===== src/acsf_cfg.svh =====
// Purpose: register offsets, field positions, reset values and timing counts
// Assumes: 4-bit register address, 8-bit register data
// Notes: included by the top module only
`ifndef ACSF_CFG_SVH
`define ACSF_CFG_SVH

// register offsets
`define ACSF_OFS_CHAN     4'h0
`define ACSF_OFS_PRE      4'h1
`define ACSF_OFS_ACQ      4'h2
`define ACSF_OFS_CAP      4'h3
`define ACSF_OFS_RPT      4'h4
`define ACSF_OFS_CNT      4'h5
`define ACSF_OFS_FLT_H    4'h6
`define ACSF_OFS_FLT_L    4'h7
`define ACSF_OFS_CTRL     4'h8
`define ACSF_OFS_DIV      4'h9
`define ACSF_OFS_COMP     4'ha
`define ACSF_OFS_STAT     4'hb

// control register fields
`define ACSF_CTRL_GO      0
`define ACSF_CTRL_RCSRC   1
// computation register fields
`define ACSF_COMP_MD_LSB  0
`define ACSF_COMP_CLR     3
`define ACSF_COMP_SH_LSB  4
// status register fields
`define ACSF_STAT_OVF     7
`define ACSF_STAT_THR     6

// channel codes
`define ACSF_CH_VREF      6'h3f
`define ACSF_CH_DAC       6'h3e
`define ACSF_CH_TEMP      6'h3d
`define ACSF_CH_GND       6'h3c
`define ACSF_CH_PORTC_HI  3'h2

// reset value, counter saturation value and largest legal shift code
`define ACSF_RST_BYTE     8'h00
`define ACSF_CNT_SAT      8'hff
`define ACSF_SHIFT_MAX    3'h5

// long acquisition when the acquisition field is zero behind a precharge
`define ACSF_ACQ_LONG     9'h100

`endif


===== src/acsf_pkg.sv =====
// Purpose: shared types of the converter sequence and filter block
// Assumes: nothing beyond SystemVerilog
// Notes: numbers live in acsf_cfg.svh
package acsf_pkg;

  // computation modes; 101 and above are reserved
  typedef enum logic [2:0] {
    ACSF_MD_BASIC = 3'b000,
    ACSF_MD_ACCUM = 3'b001,
    ACSF_MD_AVG   = 3'b010,
    ACSF_MD_BURST = 3'b011,
    ACSF_MD_LPF   = 3'b100
  } acsf_mode_t;

  // conversion cycle phases
  typedef enum logic [1:0] {
    ACSF_ST_IDLE = 2'b00,
    ACSF_ST_PRE  = 2'b01,
    ACSF_ST_ACQ  = 2'b10,
    ACSF_ST_CONV = 2'b11
  } acsf_state_t;

endpackage


===== src/acsf_top.sv =====
// Purpose: channel, timing, capacitor, repeat and filter registers of a converter
// Assumes: core_clk 40 MHz, srst synchronous active high, core on core_clk
// Notes: rc_tick is an asynchronous pin, synchronised before use
`timescale 1ns/100ps
`default_nettype none
`include "acsf_cfg.svh"

module acsf_top #(
  parameter int RESULT_W = 10,
  parameter int ACC_W = 16
) (
  // clock and reset
  input wire logic core_clk,
  input wire logic srst,
  // register port
  input wire logic [3:0] reg_addr,
  input wire logic [7:0] reg_wdata,
  input wire logic reg_wr,
  input wire logic reg_rd,
  output logic [7:0] reg_rdata,
  // dedicated rc oscillator pin
  input wire logic rc_tick,
  // converter core
  input wire logic conv_done,
  input wire logic [RESULT_W-1:0] conv_result,
  output logic conv_start,
  output logic conv_clk_en,
  output logic precharge_on,
  output logic acquire_on,
  // analog input multiplexer
  output logic sel_vref,
  output logic sel_dac,
  output logic sel_temp,
  output logic sel_gnd,
  output logic sel_none,
  output logic [2:0] sel_port,
  output logic [2:0] pin_index,
  // sample capacitor
  output logic [4:0] cap_pf,
  // threshold check pulse
  output logic thresh_check
);

  // elaboration check: the result must fit the accumulator with a sign bit
  if (RESULT_W < 1 || RESULT_W >= ACC_W || ACC_W != 16) begin : g_bad_width
    $error("acsf_top: RESULT_W must be below ACC_W, and ACC_W must be 16");
  end

  // software registers and internal state
  logic [5:0] chan_reg;
  logic [7:0] pre_reg;
  logic [7:0] acq_reg;
  logic [4:0] cap_reg;
  logic [7:0] rpt_reg;
  logic [7:0] cnt_reg;
  logic go_reg;
  logic rcsrc_reg;
  logic [5:0] div_reg;
  logic [2:0] mode_reg;
  logic clr_reg;
  logic [2:0] shift_reg;
  logic ovf_reg;
  logic thr_reg;
  logic signed [ACC_W-1:0] acc_reg;
  logic signed [ACC_W-1:0] flt_reg;
  acsf_pkg::acsf_state_t state_reg;
  acsf_pkg::acsf_state_t state_next;
  logic [8:0] timer_reg;
  logic [8:0] timer_next;
  logic [6:0] divcnt_reg;
  logic rc_s1_reg;
  logic rc_s2_reg;
  logic rc_s3_reg;

  // register port decode
  wire wr_chan = reg_wr && (reg_addr == `ACSF_OFS_CHAN);
  wire wr_pre = reg_wr && (reg_addr == `ACSF_OFS_PRE);
  wire wr_acq = reg_wr && (reg_addr == `ACSF_OFS_ACQ);
  wire wr_cap = reg_wr && (reg_addr == `ACSF_OFS_CAP);
  wire wr_rpt = reg_wr && (reg_addr == `ACSF_OFS_RPT);
  wire wr_cnt = reg_wr && (reg_addr == `ACSF_OFS_CNT);
  wire wr_ctrl = reg_wr && (reg_addr == `ACSF_OFS_CTRL);
  wire wr_div = reg_wr && (reg_addr == `ACSF_OFS_DIV);
  wire wr_comp = reg_wr && (reg_addr == `ACSF_OFS_COMP);

  // mode decode; reserved codes behave as basic
  wire [2:0] md = mode_reg;
  wire md_acc_family = (md == acsf_pkg::ACSF_MD_ACCUM) || (md == acsf_pkg::ACSF_MD_AVG) ||
                       (md == acsf_pkg::ACSF_MD_BURST);
  wire md_lpf = (md == acsf_pkg::ACSF_MD_LPF);
  wire md_checked = (md == acsf_pkg::ACSF_MD_AVG) || (md == acsf_pkg::ACSF_MD_BURST) || md_lpf;
  // reserved shift codes clamp to the largest legal one
  wire [2:0] sh = (shift_reg > `ACSF_SHIFT_MAX) ? `ACSF_SHIFT_MAX : shift_reg;

  // rc pin synchroniser and edge detect; stage one feeds stage two only
  always_ff @(posedge core_clk) begin
    rc_s1_reg <= rc_tick;
    rc_s2_reg <= rc_s1_reg;
    rc_s3_reg <= rc_s2_reg;
  end
  wire rc_en = rc_s2_reg && !rc_s3_reg;

  // system clock divider: one pulse every 2*(div+1) core clocks
  wire [6:0] div_last = {div_reg, 1'b1};
  wire div_en = (divcnt_reg == div_last);
  always_ff @(posedge core_clk) begin
    if (srst || div_en) begin
      divcnt_reg <= 7'h00;
    end else begin
      divcnt_reg <= divcnt_reg + 7'h01;
    end
  end

  // converter clock enable and phase tick
  wire conv_tick = rcsrc_reg ? rc_en : div_en;
  wire phase_tick = rcsrc_reg ? rc_en : 1'b1;

  // phase lengths, acquisition zero widened behind a precharge
  wire pre_used = (pre_reg != 8'h00);
  wire [8:0] acq_len = (acq_reg == 8'h00) ? (pre_used ? `ACSF_ACQ_LONG : 9'h000)
                                           : {1'b0, acq_reg};
  wire acq_used = (acq_len != 9'h000);
  wire start_cycle = go_reg && (state_reg == acsf_pkg::ACSF_ST_IDLE);
  wire timer_last = phase_tick && (timer_reg == 9'h001);

  // phase sequencer next state
  always_comb begin
    state_next = state_reg;
    timer_next = timer_reg;
    unique case (state_reg)
      acsf_pkg::ACSF_ST_IDLE: begin
        if (start_cycle) begin
          if (pre_used) begin
            state_next = acsf_pkg::ACSF_ST_PRE;
            timer_next = {1'b0, pre_reg};
          end else if (acq_used) begin
            state_next = acsf_pkg::ACSF_ST_ACQ;
            timer_next = acq_len;
          end else begin
            state_next = acsf_pkg::ACSF_ST_CONV;
          end
        end
      end
      acsf_pkg::ACSF_ST_PRE: begin
        if (timer_last) begin
          state_next = acsf_pkg::ACSF_ST_ACQ;
          timer_next = acq_len;
        end else if (phase_tick) begin
          timer_next = timer_reg - 9'h001;
        end
      end
      acsf_pkg::ACSF_ST_ACQ: begin
        if (timer_last) begin
          state_next = acsf_pkg::ACSF_ST_CONV;
        end else if (phase_tick) begin
          timer_next = timer_reg - 9'h001;
        end
      end
      acsf_pkg::ACSF_ST_CONV: begin
        if (conv_done) begin
          state_next = acsf_pkg::ACSF_ST_IDLE;
        end
      end
    endcase
  end

  // phase sequencer registers and phase outputs
  always_ff @(posedge core_clk) begin
    if (srst) begin
      state_reg <= acsf_pkg::ACSF_ST_IDLE;
      timer_reg <= 9'h000;
      precharge_on <= 1'b0;
      acquire_on <= 1'b0;
      conv_start <= 1'b0;
      conv_clk_en <= 1'b0;
    end else begin
      state_reg <= state_next;
      timer_reg <= timer_next;
      precharge_on <= (state_next == acsf_pkg::ACSF_ST_PRE);
      acquire_on <= (state_next == acsf_pkg::ACSF_ST_ACQ);
      conv_start <= (state_next == acsf_pkg::ACSF_ST_CONV) && (state_reg != acsf_pkg::ACSF_ST_CONV);
      conv_clk_en <= conv_tick && (state_reg == acsf_pkg::ACSF_ST_CONV);
    end
  end

  // sample arithmetic, zero-extended from the unsigned result
  wire signed [ACC_W:0] sample_x = {{(ACC_W+1-RESULT_W){1'b0}}, conv_result};
  wire signed [ACC_W:0] acc_sum = {acc_reg[ACC_W-1], acc_reg} + sample_x;
  wire acc_ovf = (acc_sum[ACC_W] != acc_sum[ACC_W-1]);
  // unity-gain low-pass: y += (x - y) / 2^shift, truncated
  wire signed [ACC_W:0] lpf_diff = sample_x - {acc_reg[ACC_W-1], acc_reg};
  wire signed [ACC_W:0] lpf_step = lpf_diff >>> sh;
  wire signed [ACC_W:0] lpf_sum = {acc_reg[ACC_W-1], acc_reg} + lpf_step;
  wire lpf_ovf = (lpf_sum[ACC_W] != lpf_sum[ACC_W-1]);
  wire signed [ACC_W-1:0] acc_new = md_lpf ? lpf_sum[ACC_W-1:0] : acc_sum[ACC_W-1:0];
  wire signed [ACC_W-1:0] shifted_new = acc_new >>> sh;
  wire sample_in = conv_done && (state_reg == acsf_pkg::ACSF_ST_CONV);
  wire check_due = md_checked && (cnt_reg >= rpt_reg);

  // overflow of the sample being taken; a set in the clear cycle survives
  wire acc_take = sample_in && (md_acc_family || md_lpf);
  wire ovf_set = acc_take && (md_lpf ? lpf_ovf : acc_ovf);

  // accumulator and overflow; clear beats a sample, an overflow beats clear
  always_ff @(posedge core_clk) begin
    if (srst) begin
      acc_reg <= '0;
      ovf_reg <= 1'b0;
    end else begin
      if (clr_reg) begin
        acc_reg <= '0;
      end else if (acc_take) begin
        acc_reg <= acc_new;
      end
      if (ovf_set) begin
        ovf_reg <= 1'b1;
      end else if (clr_reg) begin
        ovf_reg <= 1'b0;
      end
    end
  end

  // filter output follows each computed sample; basic mode leaves it alone
  always_ff @(posedge core_clk) begin
    if (srst) begin
      flt_reg <= '0;
    end else if (sample_in && md_acc_family) begin
      flt_reg <= shifted_new;
    end else if (sample_in && md_lpf) begin
      flt_reg <= acc_new;
    end
  end

  // threshold check pulse and sticky status; a new check beats a clear
  always_ff @(posedge core_clk) begin
    if (srst) begin
      thresh_check <= 1'b0;
      thr_reg <= 1'b0;
    end else begin
      thresh_check <= sample_in && check_due;
      if (sample_in && check_due) begin
        thr_reg <= 1'b1;
      end else if (wr_comp) begin
        thr_reg <= 1'b0;
      end
    end
  end

  // conversion counter; trigger beats software write, clear beats both
  always_ff @(posedge core_clk) begin
    if (srst || clr_reg) begin
      cnt_reg <= `ACSF_RST_BYTE;
    end else if (start_cycle) begin
      if (cnt_reg != `ACSF_CNT_SAT) begin
        cnt_reg <= cnt_reg + 8'h01;
      end
    end else if (wr_cnt) begin
      cnt_reg <= reg_wdata;
    end
  end

  // go bit: software sets it, end of conversion clears it, set wins
  always_ff @(posedge core_clk) begin
    if (srst) begin
      go_reg <= 1'b0;
    end else if (wr_ctrl && reg_wdata[`ACSF_CTRL_GO]) begin
      go_reg <= 1'b1;
    end else if (sample_in || (wr_ctrl && !reg_wdata[`ACSF_CTRL_GO])) begin
      go_reg <= 1'b0;
    end
  end

  // clear command self-clears on the same edge at which it acts
  always_ff @(posedge core_clk) begin
    if (srst) begin
      clr_reg <= 1'b0;
    end else if (wr_comp && reg_wdata[`ACSF_COMP_CLR]) begin
      clr_reg <= 1'b1;
    end else begin
      clr_reg <= 1'b0;
    end
  end

  // plain configuration registers
  always_ff @(posedge core_clk) begin
    if (srst) begin
      chan_reg <= 6'h00;
      pre_reg <= `ACSF_RST_BYTE;
      acq_reg <= `ACSF_RST_BYTE;
      cap_reg <= 5'h00;
      rpt_reg <= `ACSF_RST_BYTE;
      rcsrc_reg <= 1'b0;
      div_reg <= 6'h00;
      mode_reg <= 3'h0;
      shift_reg <= 3'h0;
    end else begin
      if (wr_chan) chan_reg <= reg_wdata[5:0];
      if (wr_pre) pre_reg <= reg_wdata;
      if (wr_acq) acq_reg <= reg_wdata;
      if (wr_cap) cap_reg <= reg_wdata[4:0];
      if (wr_rpt) rpt_reg <= reg_wdata;
      if (wr_ctrl) rcsrc_reg <= reg_wdata[`ACSF_CTRL_RCSRC];
      if (wr_div) div_reg <= reg_wdata[5:0];
      if (wr_comp) mode_reg <= reg_wdata[`ACSF_COMP_MD_LSB +: 3];
      if (wr_comp) shift_reg <= reg_wdata[`ACSF_COMP_SH_LSB +: 3];
    end
  end

  // channel decode
  wire is_port_pin = (chan_reg[5:3] <= `ACSF_CH_PORTC_HI);
  wire is_named = (chan_reg == `ACSF_CH_VREF) || (chan_reg == `ACSF_CH_DAC) ||
                  (chan_reg == `ACSF_CH_TEMP) || (chan_reg == `ACSF_CH_GND);

  // multiplexer and capacitor outputs, registered
  always_ff @(posedge core_clk) begin
    if (srst) begin
      sel_vref <= 1'b0;
      sel_dac <= 1'b0;
      sel_temp <= 1'b0;
      sel_gnd <= 1'b0;
      sel_none <= 1'b0;
      sel_port <= 3'h0;
      pin_index <= 3'h0;
      cap_pf <= 5'h00;
    end else begin
      sel_vref <= (chan_reg == `ACSF_CH_VREF);
      sel_dac <= (chan_reg == `ACSF_CH_DAC);
      sel_temp <= (chan_reg == `ACSF_CH_TEMP);
      sel_gnd <= (chan_reg == `ACSF_CH_GND);
      sel_none <= !is_port_pin && !is_named;
      sel_port <= is_port_pin ? (3'h1 << chan_reg[4:3]) : 3'h0;
      pin_index <= chan_reg[2:0];
      cap_pf <= cap_reg;
    end
  end

  // read mux; unmapped offsets read zero
  logic [7:0] rd_mux;
  always_comb begin
    unique case (reg_addr)
      `ACSF_OFS_CHAN: rd_mux = {2'b00, chan_reg};
      `ACSF_OFS_PRE: rd_mux = pre_reg;
      `ACSF_OFS_ACQ: rd_mux = acq_reg;
      `ACSF_OFS_CAP: rd_mux = {3'b000, cap_reg};
      `ACSF_OFS_RPT: rd_mux = rpt_reg;
      `ACSF_OFS_CNT: rd_mux = cnt_reg;
      `ACSF_OFS_FLT_H: rd_mux = flt_reg[15:8];
      `ACSF_OFS_FLT_L: rd_mux = flt_reg[7:0];
      `ACSF_OFS_CTRL: rd_mux = {6'h00, rcsrc_reg, go_reg};
      `ACSF_OFS_DIV: rd_mux = {2'b00, div_reg};
      `ACSF_OFS_COMP: rd_mux = {1'b0, shift_reg, clr_reg, mode_reg};
      `ACSF_OFS_STAT: rd_mux = {ovf_reg, thr_reg, 4'h0, state_reg};
      default: rd_mux = 8'h00;
    endcase
  end

  // read data stand one cycle after the strobe and only then
  always_ff @(posedge core_clk) begin
    if (srst || !reg_rd) begin
      reg_rdata <= 8'h00;
    end else begin
      reg_rdata <= rd_mux;
    end
  end

endmodule
`default_nettype wire


===== config.mk =====
export PLATFORM = sky130hd
export DESIGN_NAME = acsf_top
export DESIGN_NICKNAME = d
export VERILOG_FILES = /design/src/acsf_pkg.sv /design/src/acsf_top.sv
export VERILOG_INCLUDE_DIRS = /design/src /design/src/src
export SDC_FILE = /design/constraint.sdc
export NUM_CORES = 1
export LEC_CHECK = 0
export BUFFER_PORTS_ARGS = -buffer_cell sky130_fd_sc_hd__buf_2
export CELL_PAD_IN_SITES_DETAIL_PLACEMENT = 1
export CELL_PAD_IN_SITES_GLOBAL_PLACEMENT = 1
export CORE_UTILIZATION = 30
export CTS_BUF_LIST = sky130_fd_sc_hd__clkbuf_8
export CTS_CLUSTER_DIAMETER = 60
export CTS_CLUSTER_SIZE = 28
export DETAILED_ROUTE_END_ITERATION = 8
export GPL_ROUTABILITY_DRIVEN = 0
export PLACE_DENSITY_LB_ADDON = 0.1
export REMOVE_ABC_BUFFERS = 1
export SETUP_SLACK_MARGIN = 0.3
export SLEW_MARGIN = 20
export SYNTH_ARGS = -nofsm -noshare
export SYNTH_HDL_FRONTEND = slang
export SYNTH_SLANG_ARGS = --single-unit

===== constraint.sdc =====
create_clock -name core_clk -period 7.32 [get_ports core_clk]
set_input_delay 0.732 -clock core_clk [delete_from_list [all_inputs] [get_ports core_clk]]
set_output_delay 0.732 -clock core_clk [all_outputs]
set_load 0.005 [all_outputs]

==> results.yml, run 1 <==
synth:
  synth_top_area_share_pct: 28.02
  yosysMostFrequentCell: "nor2_1"
  ys_ff_latch: 142
  synth_async_sr_flop_share_pct: 0
  synth-seq-area-share_pct: 28.02
  yosys.area.top_type: "dfxtp_1"
  synthTopCellsByCount: "nor2_1, dfxtp_1, nand2_1, a21oi_1, mux2i_1"
  avgSynthCellArea_sq_um: 7.877
  synthTopCellsByArea: "dfxtp_1, mux2i_1, ha_1"
  synth_edf_count: 0
  yosys_warnings: 0
  synth_cell_type_count: 96
  syn_area_sq_um: 10150
  syn_inst: 1288
  ys.flop_type: "dfxtp_1"
detailed_routing:
  ant_nets: 0
  routedWlPerCell_microns: 20.74
  wl_mm: 36.24
  vias_per_cell: 5.445
  drc_errors: 0
  drtIter0Drc: 535
  via_count: 9513
  first_pass_iters: 7
power_and_ir_drop:
  powerDensity_nw_per_um2: 158.0
  power.leakage_nw: 4.491
  ir_drop_v: 0.00008996
clocking:
  cts_sinks: 142
  numCtsBuffers: 17
  clock_latency_ps: 480
  cts_max_level: 4
  path_clk_slew_ps: 90
  post-cts-setup-buffers: 0
  clockRootBuffer: "clkbuf_8"
  cts_resized: 0
  cts_hold_buffers: 0
  cts_tree: "built"
  cts_buffer_depth: 2
layout:
  drive_gt1_share_pct: 11.57
  synthToLayoutAreaGrowth_pct: 10.20
  antennaDiodeCount: 0
  fillCellCount: 4004
  fin_nets: 1377
  design_area_sq_um: 11180
die:
  rows: 66
  io_pins: 57
  core-area_sq_um: 32870
  dieArea_sq_um: 34560
  initial_utilization_pct: 30.87
  die_y_microns: 185.9
  dieWidth_microns: 185.9
critical_path:
  r2r_cells: 21
  start_kind: "flip-flop"
  endpoint_kind: "flip-flop"
  criticalPathCategory: "flip-flop to flip-flop"
  worst_ep_required_time_ps: 7720
  critPathMaxFanout: 7
  cp.arrival_ps: 5950
  r2r_slack_ps: 1780
sta:
  setup_tns_ps: 0
  hold_violations: 0
  slew_violations: 0
  fmax_ghz: 0.1804
  tightest_slew_ps: 1068
  fin_skew_ps: 20.88
  period_needed_ps: 5543
  rsz0062_at_grt: "false"
  whs_ps: 343.5
  relSlewSlack_pct: 28.33
  post-route-period-util_pct: 75.72
  setup_violations: 0
run_status:
  outcome: "completed"
global_routing:
  antenna_found_initial: 0
  grt_pass1_wl_mm: 56.90
  grt_overflow_total: 0
  grt_pass1_vias: 9694
  globalRouteTotalUtil_pct: 21.56
  grt_max_degree: 54
placed_design:
  port_buffers: 56
  hpwl_mm: 26.80
  place_area_sq_um: 10750
min_path:
  hold_path_depth: 0
  hold_path.class: "flip-flop to flip-flop"
run:
  cap_viol_max_count: 0
==> metrics by stage <==
step | util, % | power [mW] | cells | setup WS [ps]
2_1_floorplan | - | 0.9816 | 1201 | 1793
3_3_place_gp | 32.70 | 1.087 | 1715 | 1538
3_5_place_dp | 32.70 | 1.089 | 1715 | 1452
4_1_cts | 33.99 | 1.791 | 1747 | 1790
5_1_grt | 34.02 | 1.849 | 1747 | 1246
6_report | 34.02 | 1.766 | 1747 | 1777
==> cells by family after synthesis <==
family          Yosys count  synth area share (%)
compound gates          357                 24.58
xor+xnor                 39                 3.441
fa+ha+maj                57                 7.251
buf+inv                 144                 5.685
flops                   142                 28.02
mux                      86                 9.187
simple gates            463                 21.84
==> worst paths after layout <==
check,endpoint,startpoint
max,flt_reg[9],acc_reg[1]
min,rc_s2_reg,rc_s1_reg
max reg2reg,flt_reg[9],acc_reg[1]
min reg2reg,rc_s2_reg,rc_s1_reg
==> cell type report <==
type	instances	area (sq um)	area share, %
Tap cell	442	553.0	4.946
Inverter	57	214.0	1.914
Clock buffer	19	261.5	2.339
Clock inverter	13	163.9	1.466
Timing Repair Buffer	72	402.9	3.603
Sequential cell	142	2843	25.43
Multi-Input combinational cell	1002	6743	60.31
==> worst max-delay path, cell delays in order, from the launching register on <==
cell and delay [ps]:
dfxtp_1 540, inv_1 140, ha_1 300, nor2b_1 210, o2111ai_1 240, a311oi_2 390, o21ai_1 150, a21oi_1 490
a211oi_1 170, a211oi_2 320, a22oi_1 130, o21ai_0 120, ha_1 330, a21o_1 200, a21oi_1 160, o21ai_0 170
o211ai_1 290, a21o_1 190, o311ai_2 220, mux2_4 370, a31o_1 210, a31oi_1 130
==> cell usage in the layout, fill, tap and decap left out, types with 12 or more instances in the layout <==
cell type	Yosys	routed
mux2i_1	72	72
a21oi_1	93	92
dfxtp_1	142	142
a211oi_1	32	32
clkbuf_8	0	19
and3_1	16	16
nand3_1	38	38
nor2b_1	22	22
nor4_1	13	12
nor2_1	169	169
a31oi_1	16	16
buf_2	8	55
o21ai_0	57	57
buf_4	3	17
xor2_1	13	13
nand2_1	101	100
nor3_1	34	34
ha_1	54	54
a21o_1	18	18
inv_1	56	57
xnor2_1	25	25
==> report_power, final <==
part           switching, mW  leakage [nW]  internal, mW
clock                  0.341         0.206         0.356
combinational          0.180          3.14        0.0947
sequential            0.0125          1.15         0.783
total                  0.533          4.49          1.23
==> per-layer routing <==
| metal | global-route usage (%) | vias to the layer above | part of all wire, % |
|---|---|---|---|
| met4 | 5.148 | 0 | 1.3 |
| li1 | - | 4680 | - |
| met3 | 2.348 | 29 | 2.3 |
| met5 | 0 | - | 0 |
| met1 | 27.57 | 4672 | 48 |
| met2 | 38.34 | 132 | 49 |
No activity file was read; power rests on OpenSTA's default activity.
==> inputs of run 2 (changes only) <==
ABC_AREA = 1   (was default)
clock period = 4.63 ns   (was 7.32 ns; I/O delays follow)
==> run 2 against run 1 <==
Hold slack lost 240 ps; via count grew 12%; critical path type unchanged; fmax grew 38%; power grew 94%; clock power grew 56%; wire length grew 13%; sequential share of layout area shrank 0.62 points; area after synthesis grew 0.69%; sequential power grew 69%; largest cell class unchanged.
==> results.yml, run 2 <==
run_status:
  outcome: "completed"
layout:
  postLayoutCoreUtil_pct: 34.23
  layout_commonest_cell: "nand2_1"
  fin_nets: 1697
  mostFrequentLayoutCells: "nand2_1, inv_1, nand3_1"
  drive_gt1_share_pct: 13.11
  synthToLayoutAreaGrowth_pct: 12.36
  antennaDiodeCount: 0
power_and_ir_drop:
  finalPower_mw: 3.421
  ir_drop_v: 0.0001652
  clkPwrFrac_pct: 31.7
  p_seq_share_pct: 39.1
  comb_power_share_pct: 29.2
  p_sw_share_pct: 38.13
  powerDensity_nw_per_um2: 298.0
  power.leakage_nw: 5.300
  intPower_mw: 2.117
  switchingPower_mw: 1.304
die:
  dieWidth_microns: 186.5
  rows: 67
  initial_utilization_pct: 30.47
  die_y_microns: 186.5
  core-area_sq_um: 33530
  dieArea_sq_um: 34800
  io_pins: 57
min_path:
  holdPathEnd: "rc_s1_reg"
  hold_path_depth: 1
  hp-start: "rc_tick"
  hold_path.class: "input port to flip-flop"
synth:
  synth_top_area_share_pct: 27.83
  syn_inst: 1568
  syn_area_sq_um: 10220
  avgSynthCellArea_sq_um: 6.515
  synthTopCellsByArea: "dfxtp_1, nand2_1, inv_1"
  synth_cell_type_count: 56
  synth_top_family_by_area: "simple AND/OR/NAND/NOR gates"
  synth-seq-area-share_pct: 27.83
  yosys.area.top_type: "dfxtp_1"
  synth_edf_count: 0
  muxShareOfSynthArea_pct: 0.09798
  synth_xor_area_share_pct: 2.560
  synth_async_sr_flop_share_pct: 0
  ys.flop_type: "dfxtp_1"
  ys_ff_latch: 142
  yosys.area_share.adder_pct: 7.201
  synthTopCellsByCount: "nand2_1, inv_1, nand3_1, dfxtp_1, a21oi_1"
  synth-compound-area-share_pct: 19.58
  yosys_warnings: 0
  yosys.area_share.simple_pct: 31.26
  yosysMostFrequentCell: "nand2_1"
critical_path:
  cpMaxStageDelayCell: "dfxtp_2"
  endpoint_kind: "flip-flop"
  worst_ep_required_time_ps: 4980
  start_kind: "flip-flop"
  cpPeakStageDelay_ps: 400
  cp_common_cell: "nand2_1"
  r2r-end: "flt_reg[12]"
  r2r_slack_ps: 610
  criticalPathCategory: "flip-flop to flip-flop"
  cp.arrival_ps: 4370
  critPathMaxFanout: 7
  r2r_cells: 28
  r2r-start: "acc_reg[6]"
global_routing:
  grt_pass1_vias: 10784
  grt_pass1_wl_mm: 64.02
  grt_overflow_total: 0
  antenna_found_initial: 0
  grt_max_degree: 37
  globalRouteTotalUtil_pct: 23.77
sta:
  hold_violations: 0
  post-route-period-util_pct: 86.78
  tightest_slew_ps: 853.1
  period_needed_ps: 4018
  fin_skew_ps: 26.48
  setup_violations: 0
  slew_violations: 0
  rsz0062_at_grt: "false"
  fmax_ghz: 0.2489
  relSlewSlack_pct: 42.91
detailed_routing:
  routedWlPerCell_microns: 19.70
  via_count: 10696
  first_pass_iters: 5
  vias_per_cell: 5.160
  drtIter0Drc: 596
  drc_errors: 0
  wl_mm: 40.84
  ant_nets: 0
clocking:
  cts_max_level: 4
  cts_tree: "built"
  cts_sinks: 142
  clock_latency_ps: 480
  cts_buffer_depth: 2
  clockRootBuffer: "clkbuf_8"
  path_clk_slew_ps: 110
  numCtsBuffers: 17
  cts_hold_buffers: 0
placed_design:
  port_buffers: 56
  hpwl_mm: 31.95
run:
  cap_viol_max_count: 0
[run 2: changes by cell type after synthesis, sizes merged, moves of 21 or more]
cell    delta
nor2b     -22
a211oi    -32
a21oi     +30
o21ai     +55
inv      +176
nor2      -69
nand2    +294
clkbuf    -42
mux2i     -73
nand3    +125
xnor2     -21
[run 2: per-layer routing]
| layer | share of wire (%) | wire length, microns | track usage, % |
|---|---|---|---|
| met5 | 0 | 0 | 0 |
| met4 | 2.0 | 826 | 6.431 |
| met3 | 2.4 | 980 | 2.558 |
| met2 | 48 | 19760 | 41.06 |
| met1 | 47 | 19270 | 31.27 |
[run 2: area by class of cell]
class | count | area (sq um)
sequential | 142 | 2848
tap | 448 | 560.5
timing repair buffer | 80 | 460.4
fill | 4355 | 22050
multi-input combinational | 1138 | 6327
clock buffer | 17 | 234.0
inverter | 233 | 874.6
clock inverter | 15 | 173.9
[run 2: what timing repair did]
item | 4_1_cts | 5_1_grt
setup endpoints to repair | 1 | 26
resized for setup | 1 | 34
pin swaps | 0 | 5
setup buffers | 0 | 2
[run 2: cells by family after synthesis]
group / count (synthesis)
AOI/OAI and AO/OA: 337
muxes: 1
xor gates and xnor gates: 29
buffers and inverters: 288
and+or+nand+nor: 714
DFF: 142
adders and majority gates: 57
[run 2: how the worst max path moves through the flow]
stage / from / endpoint / slack (ps) / depth (start not counted)
floorplan: shift_reg[2] / flt_reg[10] / -190 / 20
global placement: conv_result[0] / flt_reg[12] / 240 / 26
detailed placement: conv_result[0] / flt_reg[12] / 210 / 27
CTS: acc_reg[6] / flt_reg[12] / 370 / 28
global route: acc_reg[0] / flt_reg[6] / 300 / 27
finish: acc_reg[6] / flt_reg[12] / 610 / 28
[run 2: worst max-delay path, delay by kind of cell (launching register included)]
family / cells / cell delay [ps]
adders and majority gates: 2 / 700
and+or+nand+nor: 17 / 1740
buffers and inverters: 4 / 290
DFF: 1 / 400
AOI/OAI and AO/OA: 5 / 740
[run 2: power by group through the flow]
stage	sequential [mW]	combinational, mW	clock [mW]
2_1_floorplan	1.35	0.689	0
3_3_place_gp	1.37	0.974	0
3_5_place_dp	1.37	0.984	0
4_1_cts	1.34	0.991	1.12
5_1_grt	1.35	1.13	1.17
6_report	1.34	0.998	1.09
[run 2: per-stage QoR]
stage	worst slack [ps]	hold slack, ps	cells	cell area [sq um]	setup TNS, ps
2_1_floorplan	-190.2	309.6	1513	9918	-2277
3_3_place_gp	237.2	313.9	2039	10930	0
3_5_place_dp	207.2	322.2	2039	10930	0
4_1_cts	367.4	70.90	2071	11340	0
5_1_grt	298.1	61.80	2073	11480	0
6_report	612.2	101.4	2073	11480	0
